[src/rtl/lecr_pkg.sv]
// Package with offsets, field positions and reset values of the block.
package lecr_pkg;
	// Configuration space offsets of the registers.
	localparam logic [7:0] CFG_BAR_OFS = 8'h10;
	localparam logic [7:0] CFG_LEC_OFS = 8'hF4;
	localparam logic [7:0] CFG_SUBSYS_OFS = 8'hF8;
	// Memory window: 2 KB, so eleven offset bits.
	localparam int WIN_BITS = 11;
	localparam logic [31:0] BAR_MASK = 32'hFFFF_F800;
	localparam logic [31:0] BAR_RESET = 32'h0000_0000;
	// Set/clear register pairs inside the memory window.
	localparam logic [10:0] MEM_EVT_SET = 11'h080;
	localparam logic [10:0] MEM_EVT_CLR = 11'h084;
	localparam logic [10:0] MEM_MSK_SET = 11'h088;
	localparam logic [10:0] MEM_MSK_CLR = 11'h08C;
	// Link enhancement control field positions.
	localparam int LEC_TRANSPORT_BIT = 10;
	localparam int LEC_VIDEO_BIT = 8;
	localparam int LEC_PRIO_BIT = 7;
	localparam int LEC_RSVD2_BIT = 2;
	localparam int LEC_ACCEL_BIT = 1;
	// Writable bits 10, 8, 7, 2 and 1; every other bit reads zero.
	localparam logic [31:0] LEC_WMASK = 32'h0000_0586;
	localparam logic [31:0] LEC_RESET = 32'h0000_0000;
	// Subsystem alias: device id high half, vendor id low half.
	localparam logic [31:0] SUBSYS_RESET = 32'h0000_0000;
	localparam int SUBDEV_LSB = 16;
	localparam logic [31:0] SC_RESET = 32'h0000_0000;
	// Stream format codes that receive the timestamp enhancement.
	localparam logic [5:0] FORMAT_TRANSPORT = 6'h20;
	localparam logic [5:0] FORMAT_VIDEO = 6'h00;
	// Source of the word returned by a read.
	typedef enum logic [1:0] {
		LECR_SRC_NONE = 2'b00,
		LECR_SRC_CFG = 2'b01,
		LECR_SRC_MEM = 2'b10
	} lecr_src_t;
endpackage

[src/rtl/lecr_sc_if.sv]
// Interface joining the register decoder to one set/clear register.
`timescale 1ns/1ps
interface lecr_sc_if;
	logic set_wr; // Write strobe at the set address.
	logic clr_wr; // Write strobe at the clear address.
	logic [31:0] wdata; // Written word, one bit per flag.
	logic [31:0] hw_set; // Hardware events that set flags.
	logic [31:0] value; // Current contents.
	modport owner (output set_wr, output clr_wr, output wdata,
		output hw_set, input value);
	modport store (input set_wr, input clr_wr, input wdata,
		input hw_set, output value);
endinterface // lecr_sc_if

[src/rtl/lecr_setclr.sv]
// Generic set/clear register with hardware set inputs.
`timescale 1ns/1ps
module lecr_setclr (
	input wire logic core_clk,
	input wire logic srst,
	lecr_sc_if.store sc
);
	// Masks formed from the two strobes.
	wire [31:0] set_bits = sc.set_wr ? sc.wdata : 32'h0000_0000;
	wire [31:0] clr_bits = sc.clr_wr ? sc.wdata : 32'h0000_0000;
	// Hardware set is ORed last so an event never loses to a clear.
	wire [31:0] next_value = (sc.value & ~clr_bits) | set_bits | sc.hw_set;

	// Holds the flags; reset clears every bit.
	always_ff @(posedge core_clk)
	begin
		if (srst)
			sc.value <= lecr_pkg::SC_RESET;
		else
			sc.value <= next_value; // RQ13 RQ14
	end

	chk_set_ones: assert property (@(posedge core_clk) disable iff (srst) // RQ13
		sc.set_wr |=> ((sc.value & $past(sc.wdata)) == $past(sc.wdata)))
		else $error("set write did not set its one bits");
	chk_clr_ones: assert property (@(posedge core_clk) disable iff (srst) // RQ14
		sc.clr_wr |=> ((sc.value & $past(sc.wdata) & ~$past(sc.hw_set))
		== 32'h0000_0000))
		else $error("clear write did not clear its one bits");
	chk_zero_keeps: assert property (@(posedge core_clk) disable iff (srst) // RQ13
		(sc.set_wr || sc.clr_wr) |=> ((sc.value & ~$past(sc.wdata)) ==
		(($past(sc.value) | $past(sc.hw_set)) & ~$past(sc.wdata))))
		else $error("zero bits of a write changed the register");
endmodule // lecr_setclr

[src/rtl/lecr_stamp.sv]
// Picks transmitted CIP streams that get the timestamp enhancement.
`timescale 1ns/1ps
module lecr_stamp (
	input wire logic core_clk,
	input wire logic srst,
	input wire logic tx_valid,
	input wire logic [5:0] stream_format_code,
	input wire logic transport_en,
	input wire logic video_en,
	output logic boost
);
	// Each format is enhanced only while its own enable is set.
	wire hit_transport = transport_en &&
		(stream_format_code == lecr_pkg::FORMAT_TRANSPORT);
	wire hit_video = video_en &&
		(stream_format_code == lecr_pkg::FORMAT_VIDEO);
	wire next_boost = tx_valid && (hit_transport || hit_video);

	// Registered so that the top output comes from a flip-flop.
	always_ff @(posedge core_clk)
	begin
		if (srst)
			boost <= 1'b0;
		else
			boost <= next_boost; // RQ1 RQ3
	end

	chk_stamp_mpeg: assert property (@(posedge core_clk) disable iff (srst) // RQ1
		(tx_valid && transport_en &&
		stream_format_code == lecr_pkg::FORMAT_TRANSPORT) |=> boost)
		else $error("format 20h stream was not enhanced");
	chk_stamp_off: assert property (@(posedge core_clk) disable iff (srst) // RQ3
		(tx_valid && !video_en && !transport_en) |=> !boost)
		else $error("stream enhanced with both enables clear");
endmodule // lecr_stamp

[src/rtl/lecr_regs.sv]
// Link enhancement, subsystem alias and set/clear register logic.
// How it works
// [RQ1] Bit 10 enhances format 20h streams.
// [RQ2] Bit 9 always reads zero.
// [RQ3] Bit 8 enhances format 00h streams.
// [RQ4] Bit 7 turns on priority arbitration.
// [RQ5] Bits 6 to 3 always read zero.
// [RQ6] Software keeps bit 2 zero; resets zero.
// [RQ7] Bit 1 tells PHY about acceleration support.
// [RQ8] Bit 0 always reads zero.
// [RQ9] Alias write updates subsystem ID registers.
// [RQ10] Alias reads back last write, resets zero.
// [RQ11] Device id high half, vendor id low.
// [RQ12] Link registers decode in 2 KB window.
// [RQ13] Set address sets bits written as one.
// [RQ14] Clear address clears bits written as one.
// [RQ15] Either address reads current contents.
// [RQ16] Event clear address reads masked contents.
// [RQ17] Writes to read-only bits are ignored.
`timescale 1ns/1ps
module lecr_regs (
	input wire logic core_clk,
	input wire logic srst,
	input wire logic cfg_wr,
	input wire logic cfg_rd,
	input wire logic [7:0] cfg_addr,
	input wire logic [31:0] cfg_wdata,
	input wire logic mem_wr,
	input wire logic mem_rd,
	input wire logic [31:0] mem_addr,
	input wire logic [31:0] mem_wdata,
	input wire logic [31:0] evt_in,
	input wire logic tx_valid,
	input wire logic [5:0] stream_format_code,
	output logic [31:0] rd_data,
	output logic rd_valid,
	output logic transport_stamp_boost_en,
	output logic video_stamp_boost_en,
	output logic priority_arb_en,
	output logic phy_accel_notify,
	output logic [15:0] subsystem_device_alias,
	output logic [15:0] subsystem_vendor_alias,
	output logic subsys_id_load,
	output logic stamp_boost
);
	// Stored link enhancement word; only writable bits are ever set.
	logic [31:0] lec;
	// Subsystem alias word as last written.
	logic [31:0] subsys;
	// Base address of the link register window.
	logic [31:0] bar;
	// Source chosen for the read answer.
	lecr_pkg::lecr_src_t src;

	// Interrupt event and mask set/clear pairs.
	lecr_sc_if evt_sc ();
	lecr_sc_if msk_sc ();

	// Configuration space decode.
	wire cfg_hit_lec = (cfg_addr == lecr_pkg::CFG_LEC_OFS);
	wire cfg_hit_sub = (cfg_addr == lecr_pkg::CFG_SUBSYS_OFS);
	wire cfg_hit_bar = (cfg_addr == lecr_pkg::CFG_BAR_OFS);
	wire lec_we = cfg_wr && cfg_hit_lec;
	wire sub_we = cfg_wr && cfg_hit_sub;
	wire bar_we = cfg_wr && cfg_hit_bar;

	// The window holds only the upper address bits of the base; the
	// low eleven bits select a register inside the 2 KB window.
	wire mem_hit = ((mem_addr & lecr_pkg::BAR_MASK) == bar); // RQ12
	wire [10:0] mem_ofs = mem_addr[10:0];
	wire mem_we = mem_wr && mem_hit;

	// Write strobes for the two set/clear pairs.
	wire evt_set_we = mem_we && (mem_ofs == lecr_pkg::MEM_EVT_SET);
	wire evt_clr_we = mem_we && (mem_ofs == lecr_pkg::MEM_EVT_CLR);
	wire msk_set_we = mem_we && (mem_ofs == lecr_pkg::MEM_MSK_SET);
	wire msk_clr_we = mem_we && (mem_ofs == lecr_pkg::MEM_MSK_CLR);

	// Only the writable bits of a write reach the stored word, so the
	// reserved read-only bits can never become one.
	wire [31:0] next_lec = cfg_wdata & lecr_pkg::LEC_WMASK; // RQ17

	// Configuration read word.
	wire [31:0] cfg_rword =
		cfg_hit_lec ? (lec & lecr_pkg::LEC_WMASK) : // RQ2 RQ5 RQ8
		cfg_hit_sub ? subsys : // RQ10
		cfg_hit_bar ? bar :
		32'h0000_0000;

	// The event pair reads masked at its clear address; all other pair
	// addresses read raw contents. Unmapped window words read zero.
	wire [31:0] evt_masked = evt_sc.value & msk_sc.value;
	wire [31:0] mem_rword =
		!mem_hit ? 32'h0000_0000 :
		(mem_ofs == lecr_pkg::MEM_EVT_SET) ? evt_sc.value : // RQ15
		(mem_ofs == lecr_pkg::MEM_EVT_CLR) ? evt_masked : // RQ16
		(mem_ofs == lecr_pkg::MEM_MSK_SET) ? msk_sc.value : // RQ15
		(mem_ofs == lecr_pkg::MEM_MSK_CLR) ? msk_sc.value : // RQ15
		32'h0000_0000;

	// A configuration read wins if both reads arrive together; the
	// memory read is then dropped and the requester must retry.
	wire lecr_pkg::lecr_src_t next_src =
		cfg_rd ? lecr_pkg::LECR_SRC_CFG :
		mem_rd ? lecr_pkg::LECR_SRC_MEM :
		lecr_pkg::LECR_SRC_NONE;

	// Drive the set/clear pairs; events come from core logic on this
	// clock, so they need no synchroniser.
	assign evt_sc.set_wr = evt_set_we;
	assign evt_sc.clr_wr = evt_clr_we;
	assign evt_sc.wdata = mem_wdata;
	assign evt_sc.hw_set = evt_in;
	assign msk_sc.set_wr = msk_set_we;
	assign msk_sc.clr_wr = msk_clr_we;
	assign msk_sc.wdata = mem_wdata;
	assign msk_sc.hw_set = 32'h0000_0000;

	// Event flags: hardware set beats a software clear.
	lecr_setclr u_evt (
		.core_clk(core_clk),
		.srst(srst),
		.sc(evt_sc)
	);

	// Mask flags: software only.
	lecr_setclr u_msk (
		.core_clk(core_clk),
		.srst(srst),
		.sc(msk_sc)
	);

	// Stream selector for the timestamp enhancement.
	lecr_stamp u_stamp (
		.core_clk(core_clk),
		.srst(srst),
		.tx_valid(tx_valid),
		.stream_format_code(stream_format_code),
		.transport_en(lec[lecr_pkg::LEC_TRANSPORT_BIT]),
		.video_en(lec[lecr_pkg::LEC_VIDEO_BIT]),
		.boost(stamp_boost)
	);

	// Link enhancement word; all fields reset to zero, bit 2 included.
	always_ff @(posedge core_clk)
	begin
		if (srst)
			lec <= lecr_pkg::LEC_RESET; // RQ6
		else if (lec_we)
			lec <= next_lec; // RQ17
	end

	// Subsystem alias; both halves are writable.
	always_ff @(posedge core_clk)
	begin
		if (srst)
			subsys <= lecr_pkg::SUBSYS_RESET; // RQ10
		else if (sub_we)
			subsys <= cfg_wdata; // RQ10 RQ11
	end

	// Window base; the low bits are hard zero to keep 2 KB alignment.
	always_ff @(posedge core_clk)
	begin
		if (srst)
			bar <= lecr_pkg::BAR_RESET;
		else if (bar_we)
			bar <= cfg_wdata & lecr_pkg::BAR_MASK; // RQ12
	end

	// Enable outputs copy the stored fields one cycle after a write.
	always_ff @(posedge core_clk)
	begin
		if (srst)
		begin
			transport_stamp_boost_en <= 1'b0;
			video_stamp_boost_en <= 1'b0;
			priority_arb_en <= 1'b0;
			phy_accel_notify <= 1'b0;
		end
		else
		begin
			transport_stamp_boost_en <= lec[lecr_pkg::LEC_TRANSPORT_BIT]; // RQ1
			video_stamp_boost_en <= lec[lecr_pkg::LEC_VIDEO_BIT]; // RQ3
			priority_arb_en <= lec[lecr_pkg::LEC_PRIO_BIT]; // RQ4
			phy_accel_notify <= lec[lecr_pkg::LEC_ACCEL_BIT]; // RQ7
		end
	end

	// The subsystem ID registers take the written value with a load
	// pulse, so they follow the alias without a second write.
	always_ff @(posedge core_clk)
	begin
		if (srst)
		begin
			subsystem_device_alias <= 16'h0000;
			subsystem_vendor_alias <= 16'h0000;
			subsys_id_load <= 1'b0;
		end
		else
		begin
			subsys_id_load <= sub_we; // RQ9
			if (sub_we)
			begin
				subsystem_device_alias <= cfg_wdata[31:16]; // RQ9 RQ11
				subsystem_vendor_alias <= cfg_wdata[15:0]; // RQ9 RQ11
			end
		end
	end

	// Read answer: one cycle after the request, valid for one cycle.
	always_ff @(posedge core_clk)
	begin
		if (srst)
			src <= lecr_pkg::LECR_SRC_NONE;
		else
			src <= next_src;
	end

	// Data is captured with the request so later writes cannot alter it.
	always_ff @(posedge core_clk)
	begin
		if (srst)
		begin
			rd_data <= 32'h0000_0000;
			rd_valid <= 1'b0;
		end
		else
		begin
			rd_valid <= cfg_rd || mem_rd;
			case (next_src)
				lecr_pkg::LECR_SRC_CFG: rd_data <= cfg_rword;
				lecr_pkg::LECR_SRC_MEM: rd_data <= mem_rword;
				lecr_pkg::LECR_SRC_NONE: rd_data <= 32'h0000_0000;
				default: rd_data <= 32'h0000_0000;
			endcase
		end
	end

	// Reserved link enhancement bits must read back as zero.
	chk_lec_rsvd_zero: assert property ( // RQ2 RQ5 RQ8
		@(posedge core_clk) disable iff (srst)
		(cfg_rd && cfg_hit_lec) |=>
		(rd_data[9] == 1'b0 && rd_data[6:3] == 4'h0 && rd_data[0] == 1'b0
		&& rd_data[31:11] == 21'h0))
		else $error("reserved enhancement bit read as one");
	// A write read back in the next cycle shows only its writable bits.
	chk_lec_wback: assert property ( // RQ17
		@(posedge core_clk) disable iff (srst)
		(lec_we && !cfg_rd) ##1 (cfg_rd && cfg_hit_lec) |=>
		(rd_data == ($past(cfg_wdata, 2) & lecr_pkg::LEC_WMASK)))
		else $error("enhancement read-back differs from masked write");
	// The outputs lag the stored word by one edge, so look two edges on.
	chk_lec_enables: assert property ( // RQ4 RQ7
		@(posedge core_clk) disable iff (srst)
		lec_we |-> ##2 (priority_arb_en == $past(cfg_wdata[7], 2)
		&& phy_accel_notify == $past(cfg_wdata[1], 2)))
		else $error("priority or acceleration enable did not follow write");
	// Both timestamp enables follow a write the same way.
	chk_lec_mpeg_en: assert property ( // RQ1 RQ3
		@(posedge core_clk) disable iff (srst)
		lec_we |-> ##2 (transport_stamp_boost_en == $past(cfg_wdata[10], 2)
		&& video_stamp_boost_en == $past(cfg_wdata[8], 2)))
		else $error("timestamp enable did not follow write");
	// An alias write reaches both ID halves with a load pulse.
	chk_sub_load: assert property ( // RQ9
		@(posedge core_clk) disable iff (srst)
		sub_we |=> (subsys_id_load &&
		{subsystem_device_alias, subsystem_vendor_alias} == $past(cfg_wdata)))
		else $error("subsystem ID registers not updated by alias write");
	// Without an alias write the ID registers must not move.
	chk_sub_hold: assert property ( // RQ9 RQ11
		@(posedge core_clk) disable iff (srst)
		!sub_we |=> ($stable(subsystem_device_alias)
		&& $stable(subsystem_vendor_alias) && !subsys_id_load))
		else $error("subsystem ID registers changed without a write");
	// The alias reads back the word written just before.
	chk_sub_rback: assert property ( // RQ10 RQ11
		@(posedge core_clk) disable iff (srst)
		(sub_we && !cfg_rd) ##1 (cfg_rd && cfg_hit_sub && !cfg_wr) |=>
		(rd_data == $past(cfg_wdata, 2)))
		else $error("alias did not read back last written value");
	// The event clear address hides events whose mask bit is clear.
	chk_evt_masked: assert property ( // RQ16
		@(posedge core_clk) disable iff (srst)
		(mem_rd && !cfg_rd && mem_hit && mem_ofs == lecr_pkg::MEM_EVT_CLR)
		|=> (rd_data == ($past(evt_sc.value) & $past(msk_sc.value))))
		else $error("event clear address did not read masked value");
	// The event set address shows the raw flags.
	chk_evt_raw: assert property ( // RQ15
		@(posedge core_clk) disable iff (srst)
		(mem_rd && !cfg_rd && mem_hit && mem_ofs == lecr_pkg::MEM_EVT_SET)
		|=> (rd_data == $past(evt_sc.value)))
		else $error("event set address did not read raw value");
	// Both mask addresses show the raw mask.
	chk_msk_raw: assert property ( // RQ15
		@(posedge core_clk) disable iff (srst)
		(mem_rd && !cfg_rd && mem_hit && (mem_ofs == lecr_pkg::MEM_MSK_SET
		|| mem_ofs == lecr_pkg::MEM_MSK_CLR))
		|=> (rd_data == $past(msk_sc.value)))
		else $error("mask address did not read raw value");
	// A read outside the window is answered, but with zero.
	chk_win_miss: assert property ( // RQ12
		@(posedge core_clk) disable iff (srst)
		(mem_rd && !cfg_rd && !mem_hit) |=> (rd_valid && rd_data == 32'h0))
		else $error("access outside the window returned data");
	// The window base keeps only its aligned upper bits.
	chk_bar_wback: assert property ( // RQ12
		@(posedge core_clk) disable iff (srst)
		(bar_we && !cfg_rd) ##1 (cfg_rd && cfg_hit_bar && !cfg_wr) |=>
		(rd_data == ($past(cfg_wdata, 2) & lecr_pkg::BAR_MASK)))
		else $error("window base read-back is not aligned to 2 KB");
	// Every read is answered exactly one edge later.
	chk_rd_answer: assert property ( // RQ15
		@(posedge core_clk) disable iff (srst)
		(cfg_rd || mem_rd) |=> (rd_valid && src != lecr_pkg::LECR_SRC_NONE))
		else $error("read request got no answer");
	// A configuration read always takes the answer slot.
	chk_rd_cfg_wins: assert property ( // RQ15
		@(posedge core_clk) disable iff (srst)
		cfg_rd |=> (src == lecr_pkg::LECR_SRC_CFG))
		else $error("configuration read lost the answer slot");
endmodule // lecr_regs

[config.mk]
export PLATFORM = sky130hd
export DESIGN_NAME = lecr_regs
export DESIGN_NICKNAME = d
export VERILOG_FILES = /design/src/rtl/lecr_pkg.sv /design/src/rtl/lecr_sc_if.sv /design/src/rtl/lecr_setclr.sv /design/src/rtl/lecr_stamp.sv /design/src/rtl/lecr_regs.sv
export SDC_FILE = /design/constraint.sdc
export NUM_CORES = 1
export LEC_CHECK = 0
export BUFFER_PORTS_ARGS = -buffer_cell sky130_fd_sc_hd__buf_2
export CORE_MARGIN = 2
export CORE_UTILIZATION = 46
export CTS_CLUSTER_DIAMETER = 80
export DETAILED_ROUTE_END_ITERATION = 16
export PLACE_DENSITY = 0.84
export SLEW_MARGIN = 0
export SYNTH_ARGS = -nofsm -noshare
export SYNTH_HDL_FRONTEND = slang
export SYNTH_SLANG_ARGS = --single-unit
[constraint.sdc]
create_clock -name core_clk -period 1.9 [get_ports core_clk]
set_clock_uncertainty 0.05 [all_clocks]
set_input_delay 0.38 -clock core_clk [delete_from_list [all_inputs] [get_ports core_clk]]
set_output_delay 0.38 -clock core_clk [all_outputs]
set_load 0.03 [all_outputs]
# Yosys cells after proc, flatten, opt, wreduce, memory -nomap -nowiden
# Index checks and enable logic that the tools add are counted.
classes:
  eq_ne: 11
  n_mux: 15
  n_bitwise: 8
  reduce_logical: 14
ops:
  columns: ["operator", "n"]
  rows:
  - ["2-to-1 mux 32 bit", 12]
  - ["bitwise AND 32 bit", 3]
  - ["OR 32 bit", 3]
  - ["inverter 32 bit", 2]
  - ["case mux 32 bit (2 select lines)", 1]
  - ["equality test 11 x 8 -> 1 bit, second input constant", 4]
  - ["equality test 21 bit", 1]
  - ["equality test 8 bit, second input constant", 2]
  - ["logical AND 1 bit", 11]
  - ["equality test 8 x 5 -> 1 bit, second input constant", 1]
  - ["equality test 6 bit, second input constant", 1]
  - ["zero test 6 bit", 1]
  - ["2-to-1 mux 2 bit", 2]
  - ["equality test 2 x 1 -> 1 bit, second input constant", 1]
  - ["equality test 2 bit, second input constant", 1]
  - ["logical OR 1 bit", 2]
word_totals:
  reg_bits: 193
  inputBits: 149

# Longest topological paths before layout
# Gate-level depths: netlist of the first run.
depth:
  ltp_word: 8
  depth_mapped: 8
  depth_no_buf: 6

# Modules after synthesis
# From an unflattened synthesis of the first run, not the netlist that was laid out.
hier_totals:
  cells_unflattened: 752
  area_unflattened_um2: 6892.9
by_module_without_submodules:
  columns: ["module", "instances", "cells_per_inst", "area_per_inst_um2", "seq_area_each_um2"]
  rows:
  - ["lecr_regs", 1, 473, 3918.8, 1921.8]
  - ["lecr_setclr", 2, 137, 1460.2, 640.6]
  - ["lecr_stamp", 1, 5, 53.8, 20.0]

# Least setup slack after synthesis of the first run
# No wires, ideal clock.
synth_timing:
  kind: "input to register"
  start: "input port mem_addr[20]"
  end: "register u_evt.sc.value[10]"
  setup_ns: 0.114
  arrival_ns: 1.789
  required_time_ns: 1.736
  setup_slack_ns: -0.053
  path_stages: 8
  n_path_buf: 2
  path_cell_list: "xnor2_1 nand4_1 nor4_4 and4_1 clkbuf_1 buf_2 a311oi_1 a21o_1"
synth_via:
  elab_chain_len: 8
  elab_cells_between_ends: 10
  cone_classes: "eq/ne (1); mux (2); bitwise (4); reduce/logical (3)"
synth_lines:
  columns: ["element", "line_no", "rtl"]
  rows:
  - ["start: declaration", "lecr_regs.sv:30", "input wire logic [31:0] mem_addr,"]
  - ["equality test 21 bit *", "lecr_regs.sv:69", "wire mem_hit = ((mem_addr & lecr_pkg::BAR_MASK) == bar);"]
  - ["logical AND 1 bit *", "lecr_regs.sv:71", "wire mem_we = mem_wr && mem_hit;"]
  - ["logical AND 1 bit", "lecr_regs.sv:75", "wire evt_clr_we = mem_we && (mem_ofs == lecr_pkg::MEM_EVT_CLR);"]
  - ["2-to-1 mux 32 bit", "lecr_setclr.sv:10", "wire [31:0] clr_bits = sc.clr_wr ? sc.wdata : 32'h0000_0000;"]
  - ["inverter 32 bit", "lecr_setclr.sv:12", "wire [31:0] next_value = (sc.value & ~clr_bits) | set_bits | sc.hw_set;"]
  - ["bitwise AND 32 bit", "lecr_setclr.sv:12", null]
  - ["OR 32 bit * (2 in series)", "lecr_setclr.sv:12", null]
  - ["end signal: assignment", "lecr_setclr.sv:18", "sc.value <= lecr_pkg::SC_RESET;"]
  - ["end signal: assignment", "lecr_setclr.sv:20", "sc.value <= next_value;"]
  - ["end: declaration", "lecr_sc_if.sv:12", "input hw_set, output value);"]
# Every way passes the cells marked *; elsewhere a longest branch is shown, timed or not.
# A chain may end at the register's enable or synchronous reset.

# Worst setup path after layout of the first run
layout_timing:
  start: "register bar[11]"
  end: "register u_evt.sc.value[12]"
layout_via:
  elab_chain_len: 8
  elab_cells_between_ends: 10
  cone_classes: "eq/ne (1); mux (2); bitwise (4); reduce/logical (3)"
layout_lines:
  columns: ["element", "line_no", "rtl"]
  rows:
  - ["start: declaration", "lecr_regs.sv:51", "logic [31:0] bar;"]
  - ["start signal: assignment", "lecr_regs.sv:166", "bar <= lecr_pkg::BAR_RESET;"]
  - ["start signal: assignment", "lecr_regs.sv:168", "bar <= cfg_wdata & lecr_pkg::BAR_MASK;"]
  - ["equality test 21 bit *", "lecr_regs.sv:69", null]
  - ["logical AND 1 bit *", "lecr_regs.sv:71", null]
  - ["logical AND 1 bit", "lecr_regs.sv:75", null]
  - ["2-to-1 mux 32 bit", "lecr_setclr.sv:10", null]
  - ["inverter 32 bit", "lecr_setclr.sv:12", null]
  - ["bitwise AND 32 bit", "lecr_setclr.sv:12", null]
  - ["OR 32 bit * (2 in series)", "lecr_setclr.sv:12", null]
# Marks and branches as above.

==> impl_results.md, run 1 <==
* Nets at 1181
* Synth Area in Adders at 0
* Cell taking the most area after synthesis: dfxtp_1
* ANT nets after route at 0
* Initial Util at 0.4685
* Largest net degree at the start of global routing at 80
* Core Box Area at 14480 um2
* # setup viols final at 96
* DRC at 0
* Clock tree sinks at 161
* Tcrit/Tclk final at 1.138
* Initial DRC count at 602
* Power density cells at 782.0 nW/um2
* Sequential area share after synthesis at 0.4752
* Placer Congestion at 0.8364
* Worst rel slew slack at 0.6945
* Worst Path Max Fanout at 22
* MaxCap Viol Count at 0
* Sequential cell area at 3234 um2
* Slack of the critical path at -0.2630 ns
* Cell Rows at 44
* Final core utilization at 0.6415
* Post-synthesis cell count at 791
* Share of cells above drive strength 1 at 0.3384
* Post-synthesis mux area share at 0.001476
* Met1 WL at 9139 um
* Worst path required time at 2.22 ns
* Post-synthesis simple-gate area fraction at 0.1738
* Yosys top cell area share at 0.4752
* Post-detail-place hpwl at 15070 um
* Worst setup SP type: flop
* Yosys warns at 0
* Main combinational cell family by area after synthesis: compound AO/OA/AOI/OAI gates
* Die X-Extent at 125.4 um
* Worst slew pin tran at 0.4582 ns
* Synthesized flop and latch total at 161
* Pleak at 4.325 nW
* Die Area at 15730 um2
* Post-synthesis compound-gate area fraction at 0.2660
* DR top layer: met5
* Max Freq at 462.3 MHz
* Drt total wl at 21620 um
* RSZ-0062 raised after global routing: yes
* Initial antenna violation count at 1
* I/O pins at 220
* Commonest non-fill, non-tap cell in the layout: buf_2
* Grt ovf at 0
* Mean post-synth cell area at 8.575 um2
* Synth-to-layout area growth at 36.93%
* CTS Root Cell: clkbuf_16
* CTS max path bufs at 2
* Xor/xnor cell area share of the yosys netlist at 0.02712
* Port-buffer cells at 219
* Fill cells at 1170
* Most frequent cells in the layout: buf_2 (218), dfxtp_1 (152), nand2_1 (104)
* Met3 WL at 1523 um
* Dpl cell area at 8391 um2
* Final antenna diode count at 0
* Failing checks: negative setup slack
* Area occupied by multi-input gates at 3356 um2
* Via count at 6901
* First-pass GRT wire length at 33310 um
* IR drop worst, VDD at 0.0005648 V
* DRT Pass-1 Iters at 5
* CP Class: flop to flop
* Final worst path period need at 2.163 ns
* Metal2 WL at 10320 um
* Number of global-route vias before repair at 6522
* Routed wire per std cell at 17.62 um
* Syn Nets at 940
* Final Slew Violations at 0
* Synth area leaders: dfxtp_1 (48%), a21o_1 (7.1%), a21oi_1 (6.6%)
* CP arrival at 2.49 ns
* Gr usage total at 0.2647
* Fin area at 9288 um2
* H-Tree Depth at 4
* Final Hold Vio Count at 0
* Die Y at 125.4 um
* CTS tree: built
* CTS clk-pin slew, worst paths at 0.06 ns
* Status: finished with violations
* Fin Setup TNS at -18.18 ns
* Hold WC Path Type: input port to flop
* CP Capture Type: flop
* Clock Latency Late Sink at 0.43 ns
* Synthesized area at 6783 um2
* Via density at 5.624
* Num CTS Buffers at 17
* Number of distinct library cells after synthesis at 31
[area by class of cell]
| class | count | share of cell area |
|---|---|---|
| clock buffers | 19 | 0.04661 |
| clock inverters | 11 | 0.01266 |
| repair buffers | 282 | 0.1935 |
| inverters | 32 | 0.01293 |
| flip-flops and latches | 161 | 0.3482 |
| well taps | 184 | 0.02479 |
| multi-input cells | 538 | 0.3613 |
[report_power, final]
group          switching (mW)  internal (mW)  total, mW
clock                    1.34           1.90       3.25
combinational           0.303          0.255      0.558
sequential             0.0308           3.43       3.46
total                    1.68           5.59       7.26
[metrics by stage]
step           instances  power (mW)  worst slack (ns)  hold WS, ns
4_1_cts             1224       7.261           -0.2123       0.1287
3_3_place_gp        1184       4.053           -0.3055       0.3942
3_5_place_dp        1184       4.067           -0.3519       0.4104
6_report            1227       7.263           -0.2630       0.1384
5_1_grt             1227       7.471           -0.3317       0.1495
2_1_floorplan        791       3.757          -0.02799       0.3868
[worst paths after layout]
path	startpoint	to	slack, ns	depth (start not counted)
max	bar[11]	u_evt.sc.value[12]	-0.26	8
min	cfg_wdata[4]	subsys[4]	0.14	3
max reg2reg	bar[11]	u_evt.sc.value[12]	-0.26	8
min reg2reg	subsys[2]	subsys[2]	0.42	2
[timing repair]
action                                  in CTS  in global routing
hold buffers                                 0                  0
endpoints found under the setup margin      96                 96
setup buffers                                4                  1
gates resized for setup                     42                  8
gates cloned                                 6                  2
pin swaps                                   41                  2
[cells by family after synthesis]
group	count (synthesis)
multiplexers	1
buffers and inverters	92
AND/OR/NAND/NOR	239
flip-flops	161
AO/OA/AOI/OAI	277
XOR/XNOR	21
[critical path, stage by stage (launching register included)]
cell and delay, ns:
dfxtp_2 0.38, xnor2_2 0.12, nand4_1 0.17, nor4_4 0.41, nand4_2 0.19, buf_4 0.19, nor4_4 0.22, buf_12 0.21
a21o_1 0.14
[routing by layer]
metal  global-route usage  vias to the layer above
met2               0.4331                      321
met5                    0                        -
met4               0.1059                        2
li1                     -                     3295
met1               0.3463                     3231
met3              0.04878                       52
[state kept, by name, summed over array words and instances, names as in the netlist]
name	count
bar	21
lec	5
phy_accel_notify	1
priority_arb_en	1
rd_data	32
rd_valid	1
subsys	32
subsys_id_load	1
transport_stamp_boost_en	1
u_evt.sc.value	32
u_msk.sc.value	32
u_stamp.boost	1
video_stamp_boost_en	1
[Yosys cell counts (all sizes together)]
library cell  count
nor4              3
nand2           104
nand3            28
buf              18
nand2b           34
nor3              3
nor3b             2
a22oi            26
nor2             43
nor2b             6
a21oi            90
inv              32
clkbuf           42
and3              1
and4              2
xnor2            21
a21o             64
mux2i             1
dfxtp           161
nor4b             4
o21ai             7
nand4             7
a311oi           32
o22ai            58
and2              2
Note: power is estimated with default switching activity, not from simulation.
==> run 2: changes to the inputs <==
--- a/config.mk
+++ b/config.mk
@@ -11,7 +11,9 @@
 export CTS_CLUSTER_DIAMETER = 80
 export DETAILED_ROUTE_END_ITERATION = 16
 export PLACE_DENSITY = 0.84
+export SETUP_SLACK_MARGIN = 0.05
 export SLEW_MARGIN = 0
 export SYNTH_ARGS = -nofsm -noshare
 export SYNTH_HDL_FRONTEND = slang
+export SYNTH_HIERARCHICAL = 1
 export SYNTH_SLANG_ARGS = --single-unit
==> impl_results.md, run 2 <==
* Status: finished with violations (unchanged)
* Failing checks: negative setup slack (unchanged)
* Placer Congestion at 0.8961 (was 0.8364)
* Grt ovf at 0 (unchanged)
* Via count at 6878 (was 6901)
* DRC at 0 (unchanged)
* Final Slew Violations at 0 (unchanged)
* Post-synth top cells: dfxtp_1 (161), a21oi_1 (121), nand2_1 (116), a21bo_1 (60), a21oi_2 (60) (was dfxtp_1 (161), nand2_1 (104), a21oi_1 (90), a21o_1 (64), o22ai_1 (58))
* Yosys top cell area share at 0.4676 (was 0.4752)
* Via density at 5.547 (was 5.624)
* Worst slew pin tran at 0.5344 ns (was 0.4582 ns)
* Worst hold stages at 3 (unchanged)
* DRT Pass-1 Iters at 5 (unchanged)
* Gr usage total at 0.2765 (was 0.2647)
* CP Capture Type: flop (unchanged)
* R2R Path End: u_evt/sc.value[27] (was u_evt.sc.value[12])
* Number of distinct library cells after synthesis at 38 (was 31)
* Tcrit/Tclk final at 1.279 (was 1.138)
* Cell Rows at 44 (unchanged)
* Most frequent cells in the layout: buf_2 (218), dfxtp_1 (157), nand2_1 (116) (was buf_2 (218), dfxtp_1 (152), nand2_1 (104))
* Synthesized area at 6893 um2 (was 6783 um2)
* Final worst path period need at 2.430 ns (was 2.163 ns)
* Worst R2R Path Depth at 9 (was 8)
* Die Y at 126.4 um (was 125.4 um)
* CTS max path bufs at 2 (unchanged)
* First-pass GRT wire length at 34850 um (was 33310 um)
* Final core utilization at 0.6631 (was 0.6415)
* Drt total wl at 22790 um (was 21620 um)
* Synth-to-layout area growth at 40.35% (was 36.93%)
* Pleak at 4.310 nW (was 4.325 nW)
* I/O pins at 220 (unchanged)
* Main synth FF type: dfxtp_1 (unchanged)
* Number of global-route vias before repair at 6576 (was 6522)
* Mean post-synth cell area at 9.166 um2 (was 8.575 um2)
* Hold path endpoint: rd_valid (was subsys[4])
* MaxCap Viol Count at 0 (unchanged)
* Worst Path Max Fanout at 8 (was 22)
* Net switching power figure at 1.865 mW (was 1.677 mW)
* Yosys warns at 6 (was 0)
* Final Hold Vio Count at 0 (unchanged)
* Synth area leaders: dfxtp_1 (47%), a21oi_1 (8.8%), a21bo_1 (8.7%) (was dfxtp_1 (48%), a21o_1 (7.1%), a21oi_1 (6.6%))
* Comb power frac at 0.099 (was 0.077)
* CTS Root Cell: clkbuf_16 (unchanged)
* ANT nets after route at 0 (unchanged)
* Slack of the critical path at -0.5298 ns (was -0.2630 ns)
* Post-detail-place hpwl at 15700 um (was 15070 um)
* Final hold slack at 0.1382 ns (was 0.1384 ns)
* Clock tree sinks at 161 (unchanged)
* Commonest non-fill, non-tap cell in the layout: buf_2 (unchanged)
* Worst setup SP type: flop (unchanged)
* R2R Setup Slk at -0.53 ns (was -0.26 ns)
* Non-filler cells, final at 1240 (was 1227)
* Die X-Extent at 126.4 um (was 125.4 um)
* Sequential area share after synthesis at 0.4676 (was 0.4752)
* Worst rel slew slack at 0.6437 (was 0.6945)
* Reg-to-Reg Start: bar[23] (was bar[11])
* Placed Cells at 1198 (was 1184)
* Post-synthesis cell count at 752 (was 791)
* Final antenna diode count at 0 (unchanged)
* Clock network power share at 0.438 (was 0.447)
* Post-synth EDFFs at 0 (unchanged)
* Hold path startpoint: mem_rd (was cfg_wdata[4])
* DP Worst Slack at -0.6784 ns (was -0.3519 ns)
* Most frequent cell after synthesis: dfxtp_1 (unchanged)
* Port-buffer cells at 219 (unchanged)
* CTS tree: built (unchanged)
* Cell taking the most area after synthesis: dfxtp_1 (unchanged)
* Die Area at 15980 um2 (was 15730 um2)
* RSZ-0062 raised after global routing: yes (unchanged)
* Flop pwr share at 0.464 (was 0.476)
* Share of cells above drive strength 1 at 0.4063 (was 0.3384)
* Power density cells at 787.4 nW/um2 (was 782.0 nW/um2)
* Switching share of power at 0.2449 (was 0.2309)
* Largest net degree at the start of global routing at 67 (was 80)
* # setup viols final at 96 (unchanged)
* Core Box Area at 14590 um2 (was 14480 um2)
* Max Freq at 411.6 MHz (was 462.3 MHz)
* IR drop worst, VDD at 0.0006260 V (was 0.0005648 V)
* Num CTS Buffers at 17 (unchanged)
* Clock Latency Late Sink at 0.42 ns (was 0.43 ns)
* Initial Util at 0.4725 (was 0.4685)
* Power Internal at 5.752 mW (was 5.586 mW)
* CP arrival at 2.67 ns (was 2.49 ns)
* Async set or reset register ratio after synthesis at 0 (unchanged)
* Initial antenna violation count at 0 (was 1)
* Initial DRC count at 421 (was 602)
* CP Class: flop to flop (unchanged)
* # hold bufs at CTS at 0 (unchanged)
* Routed wire per std cell at 18.38 um (was 17.62 um)
* CTS clk-pin slew, worst paths at 0.06 ns (about the same)
* Hold WC Path Type: input port to flop (unchanged)
* Synthesized flop and latch total at 161 (unchanged)
* Worst path required time at 2.14 ns (was 2.22 ns)
* Nets at 1192 (was 1181)
* H-Tree Depth at 4 (unchanged)
==> run 2: cell types whose count changed after synthesis, sizes merged, moves of 13 or more <==
cell / change
inv: -28
a21oi: +91
xnor2: -17
nand3: -25
a311oi: -32
nand2b: -34
nor2: -25
a21o: -64
clkbuf: -13
xor2: +17
a21bo: +64
==> run 2: cell type report <==
class	count	area [um2]
tap	184	230.2
inverter	4	15.01
sequential	161	3228
fill	1134	4915
timing repair buffer	295	1931
clock inverter	11	105.1
clock buffer	21	470.5
multi-input combinational	564	3695
==> run 2: power by group through the flow <==
stage               clock network (mW)  logic, mW  registers [mW]
finish                            3.33      0.752            3.53
global route                      3.51      0.808            3.54
CTS                               3.36      0.721            3.53
detailed placement                   0      0.706            3.60
global placement                     0      0.687            3.60
floorplan                            0      0.372            3.59
==> run 2: repair_timing <==
item | 4_1_cts | 5_1_grt
setup buffers | 2 | 2
resized for setup | 19 | 23
setup endpoints to repair | 96 | 96
pin swaps | 12 | 23
hold endpoints to repair | 0 | 0
cloned | 2 | 4
==> run 2: logic make-up after synthesis <==
family,share of synthesized area
AOI/OAI and AO/OA,0.3436
xor gates and xnor gates,0.02668
buffers and inverters,0.04501
DFF,0.4676
muxes,0.009439
other,0.0005440
and+or+nand+nor,0.1071
==> run 2: through the flow <==
stage | setup TNS (ns) | instance area [um2] | power [mW]
after floorplan | -15.63 | 7071 | 3.959
after global placement | -55.24 | 8748 | 4.283
after detailed placement | -57.25 | 8748 | 4.305
after CTS | -34.05 | 9459 | 7.610
after global routing | -45.76 | 9674 | 7.858
final | -34.81 | 9674 | 7.618
==> run 2: worst max-delay path, cell delays in order (launching register included) <==
cell       delay (ns)
dfxtp_2          0.33
xor2_1           0.16
nor4_1           0.32
nand4_1          0.18
or4_4            0.52
nor3b_4          0.25
buf_6            0.16
clkbuf_16        0.16
a21bo_1          0.13
a21oi_2          0.05
==> run 2: worst max-delay path by stage <==
stage | startpoint | endpoint | slack, ns | cells past startpoint
after floorplan | mem_addr[27] | u_evt/sc.value[0] | -0.28 | 8
after global placement | mem_addr[30] | u_evt/sc.value[31] | -0.68 | 9
after detailed placement | mem_addr[1] | u_evt/sc.value[18] | -0.68 | 9
after CTS | bar[30] | u_evt/sc.value[25] | -0.51 | 8
after global routing | bar[23] | u_evt/sc.value[0] | -0.62 | 9
final | bar[23] | u_evt/sc.value[27] | -0.53 | 9
==> run 2: metal layers <==
| metal | share of wire | vias up | global-route usage |
|---|---|---|---|
| li1 | - | 3261 | - |
| met3 | 0.080 | 53 | 0.06875 |
| met4 | 0.027 | 0 | 0.09696 |
| met1 | 0.42 | 3253 | 0.3665 |
| met5 | 0 | - | 0 |
| met2 | 0.47 | 311 | 0.4404 |
==> run 3: changes to the inputs <==
--- a/config.mk
+++ b/config.mk
@@ -6,11 +6,12 @@
 export NUM_CORES = 1
 export LEC_CHECK = 0
 export BUFFER_PORTS_ARGS = -buffer_cell sky130_fd_sc_hd__buf_2
+export CAP_MARGIN = 30
 export CORE_MARGIN = 2
-export CORE_UTILIZATION = 46
+export CORE_UTILIZATION = 50
 export CTS_CLUSTER_DIAMETER = 80
 export DETAILED_ROUTE_END_ITERATION = 16
-export PLACE_DENSITY = 0.84
+export PLACE_DENSITY = 0.87
 export SETUP_SLACK_MARGIN = 0.05
 export SLEW_MARGIN = 0
 export SYNTH_ARGS = -nofsm -noshare
==> constraint.sdc (replaced) <==
create_clock -name core_clk -period 2.3 [get_ports core_clk]
set_clock_uncertainty 0.05 [all_clocks]
set_input_delay 0.46 -clock core_clk [delete_from_list [all_inputs] [get_ports core_clk]]
set_output_delay 0.46 -clock core_clk [all_outputs]
set_load 0.03 [all_outputs]
==> impl_results.md, run 3 (synthesis gave the netlist of run 2 again) <==
* Via density at 5.651 (was 5.547)
* RSZ-0062 raised after global routing: yes (unchanged)
* DRT Pass-1 Iters at 5 (unchanged)
* Fill cells at 1031 (was 1134)
* CTS max path bufs at 2 (unchanged)
* Core Box Area at 13350 um2 (was 14590 um2)
* Tcrit/Tclk final at 1.053 (was 1.279)
* Synth-to-layout area growth at 33.25% (was 40.35%)
* Gr usage total at 0.2865 (was 0.2765)
* Final core utilization at 0.6881 (was 0.6631)
* Initial Util at 0.5164 (was 0.4725)
* Die Area at 14740 um2 (was 15980 um2)
* MaxCap Viol Count at 0 (unchanged)
* Worst slew pin tran at 0.6765 ns (was 0.5344 ns)
* Worst R2R Path Depth at 9 (unchanged)
* Routed wire per std cell at 18.39 um (was 18.38 um)
* R2R Path End: u_msk/sc.value[25] (was u_evt/sc.value[27])
* Worst setup SP type: flop (unchanged)
* CTS tree: built (unchanged)
* Power density cells at 682.3 nW/um2 (was 787.4 nW/um2)
* Clock tree sinks at 161 (unchanged)
* Port-buffer cells at 219 (unchanged)
* Num CTS Buffers at 17 (unchanged)
* Drt total wl at 21920 um (was 22790 um)
* Grt ovf at 0 (unchanged)
* Failing checks: negative setup slack (unchanged)
* DP Worst Slack at -0.2766 ns (was -0.6784 ns)
* Nets at 1152 (was 1192)
* Status: finished with violations (unchanged)
* R2R Setup Slk at -0.12 ns (was -0.53 ns)
* Hold WC Path Type: input port to flop (unchanged)
* Final hold slack at 0.2145 ns (was 0.1382 ns)
* Die Y at 121.4 um (was 126.4 um)
* Sequential cell area at 3224 um2 (was 3228 um2)
* Placer Congestion at 0.9037 (was 0.8961)
* CP Class: flop to flop (unchanged)
* CTS Root Cell: clkbuf_16 (unchanged)
* # setup viols final at 64 (was 96)
* Met2 global-route usage at 0.4470 (was 0.4404)
* Pleak at 4.046 nW (was 4.310 nW)
* Hold path endpoint: subsys[4] (was rd_valid)
* CTS clk-pin slew, worst paths at 0.07 ns (was 0.06 ns)
* Largest net degree at the start of global routing at 83 (was 67)
* Grt met3 use at 0.07378 (was 0.06875)
* Final worst path period need at 2.422 ns (was 2.430 ns)
* IR drop worst, VDD at 0.0005478 V (was 0.0006260 V)
* Post-detail-place hpwl at 14690 um (was 15700 um)
* First-pass GRT wire length at 32660 um (was 34850 um)
* Commonest non-fill, non-tap cell in the layout: buf_2 (unchanged)
* CP Capture Type: flop (unchanged)
* I/O pins at 220 (unchanged)
* GR Util met1 at 0.3856 (was 0.3665)
* Clock Latency Late Sink at 0.43 ns (was 0.42 ns)
* ANT nets after route at 0 (unchanged)
* Final Slew Violations at 0 (unchanged)
* Final antenna diode count at 0 (unchanged)
* Hold path startpoint: cfg_wdata[4] (was mem_rd)
* GRT busiest layer: met2 (unchanged)
* Worst Path Max Fanout at 16 (was 8)
* Slack of the critical path at -0.1221 ns (was -0.5298 ns)
* Number of global-route vias before repair at 6300 (was 6576)
* Max Freq at 412.9 MHz (was 411.6 MHz)
* CP arrival at 2.72 ns (was 2.67 ns)
* Area occupied by multi-input gates at 3635 um2 (was 3695 um2)
* Worst path required time at 2.60 ns (was 2.14 ns)
* Initial antenna violation count at 0 (unchanged)
* Worst rel slew slack at 0.5480 (was 0.6437)
* Reg-to-Reg Start: bar[27] (was bar[23])
* DRC at 0 (unchanged)
* Most frequent cells in the layout: buf_2 (218), dfxtp_1 (160), nand2_1 (116) (was buf_2 (218), dfxtp_1 (157), nand2_1 (116))
* Share of cells above drive strength 1 at 0.3740 (was 0.4063)
* Worst hold stages at 3 (unchanged)
* H-Tree Depth at 4 (unchanged)
* Die X-Extent at 121.4 um (was 126.4 um)
* Via count at 6736 (was 6878)
* Final Hold Vio Count at 0 (unchanged)
* Cell Rows at 42 (was 44)
* Initial DRC count at 603 (was 421)
[run 3: per-layer routing]
metal	share of wire	wire [um]
met5	0	0
met4	0.026	561
met3	0.083	1818
met2	0.47	10210
met1	0.43	9324
[run 3: worst max-delay path by stage]
stage / slack [ns] / start / endpoint
after floorplan: 0.04 / mem_addr[30] / u_evt/sc.value[0]
after global placement: -0.27 / mem_addr[27] / u_evt/sc.value[31]
after detailed placement: -0.28 / mem_addr[27] / u_evt/sc.value[30]
after CTS: -0.10 / bar[30] / u_evt/sc.value[10]
after global routing: -0.21 / bar[30] / u_msk/sc.value[25]
final: -0.12 / bar[27] / u_msk/sc.value[25]
[run 3: power by group]
group	switching, mW	internal, mW	total [mW]
sequential	0.0462	2.87	2.92
combinational	0.313	0.279	0.592
clock	1.22	1.54	2.76
total	1.58	4.69	6.27
[run 3: repair_timing]
action / 4_1_cts / 5_1_grt
pin swaps: 11 / 8
buffers inserted: 0 / 1
gates cloned: 0 / 2
resized for setup: 1 / 23
hold buffers: 0 / 0
hold endpoints to repair: 0 / 0
setup endpoints to repair: 64 / 78
[run 3: per-stage QoR]
step                      setup TNS, ns  total power [mW]  cell area [um2]  std cells
after floorplan                       0             3.270             7042        783
after global placement           -15.02             3.514             8444       1157
after detailed placement         -16.03             3.532             8444       1157
after CTS                        -4.883             6.240             9016       1189
after global routing             -11.15             6.426             9185       1192
final                            -4.846             6.267             9185       1192
[run 3: cell type report]
cell class / count / area share
multi-input cells: 564 / 0.3957
flip-flops and latches: 161 / 0.3510
repair buffers: 255 / 0.1655
clock buffers: 19 / 0.04822
well taps: 176 / 0.02397
clock inverters: 13 / 0.01389
inverters: 4 / 0.001635
[run 3: critical path, stage by stage (launching register included)]
cell and delay (ns):
dfxtp_1 0.33, xor2_1 0.18, nor4_1 0.30, nand4_1 0.18, or4_4 0.52, nor3b_4 0.22, buf_6 0.15, clkbuf_16 0.18
a21oi_1 0.09, a21oi_1 0.14
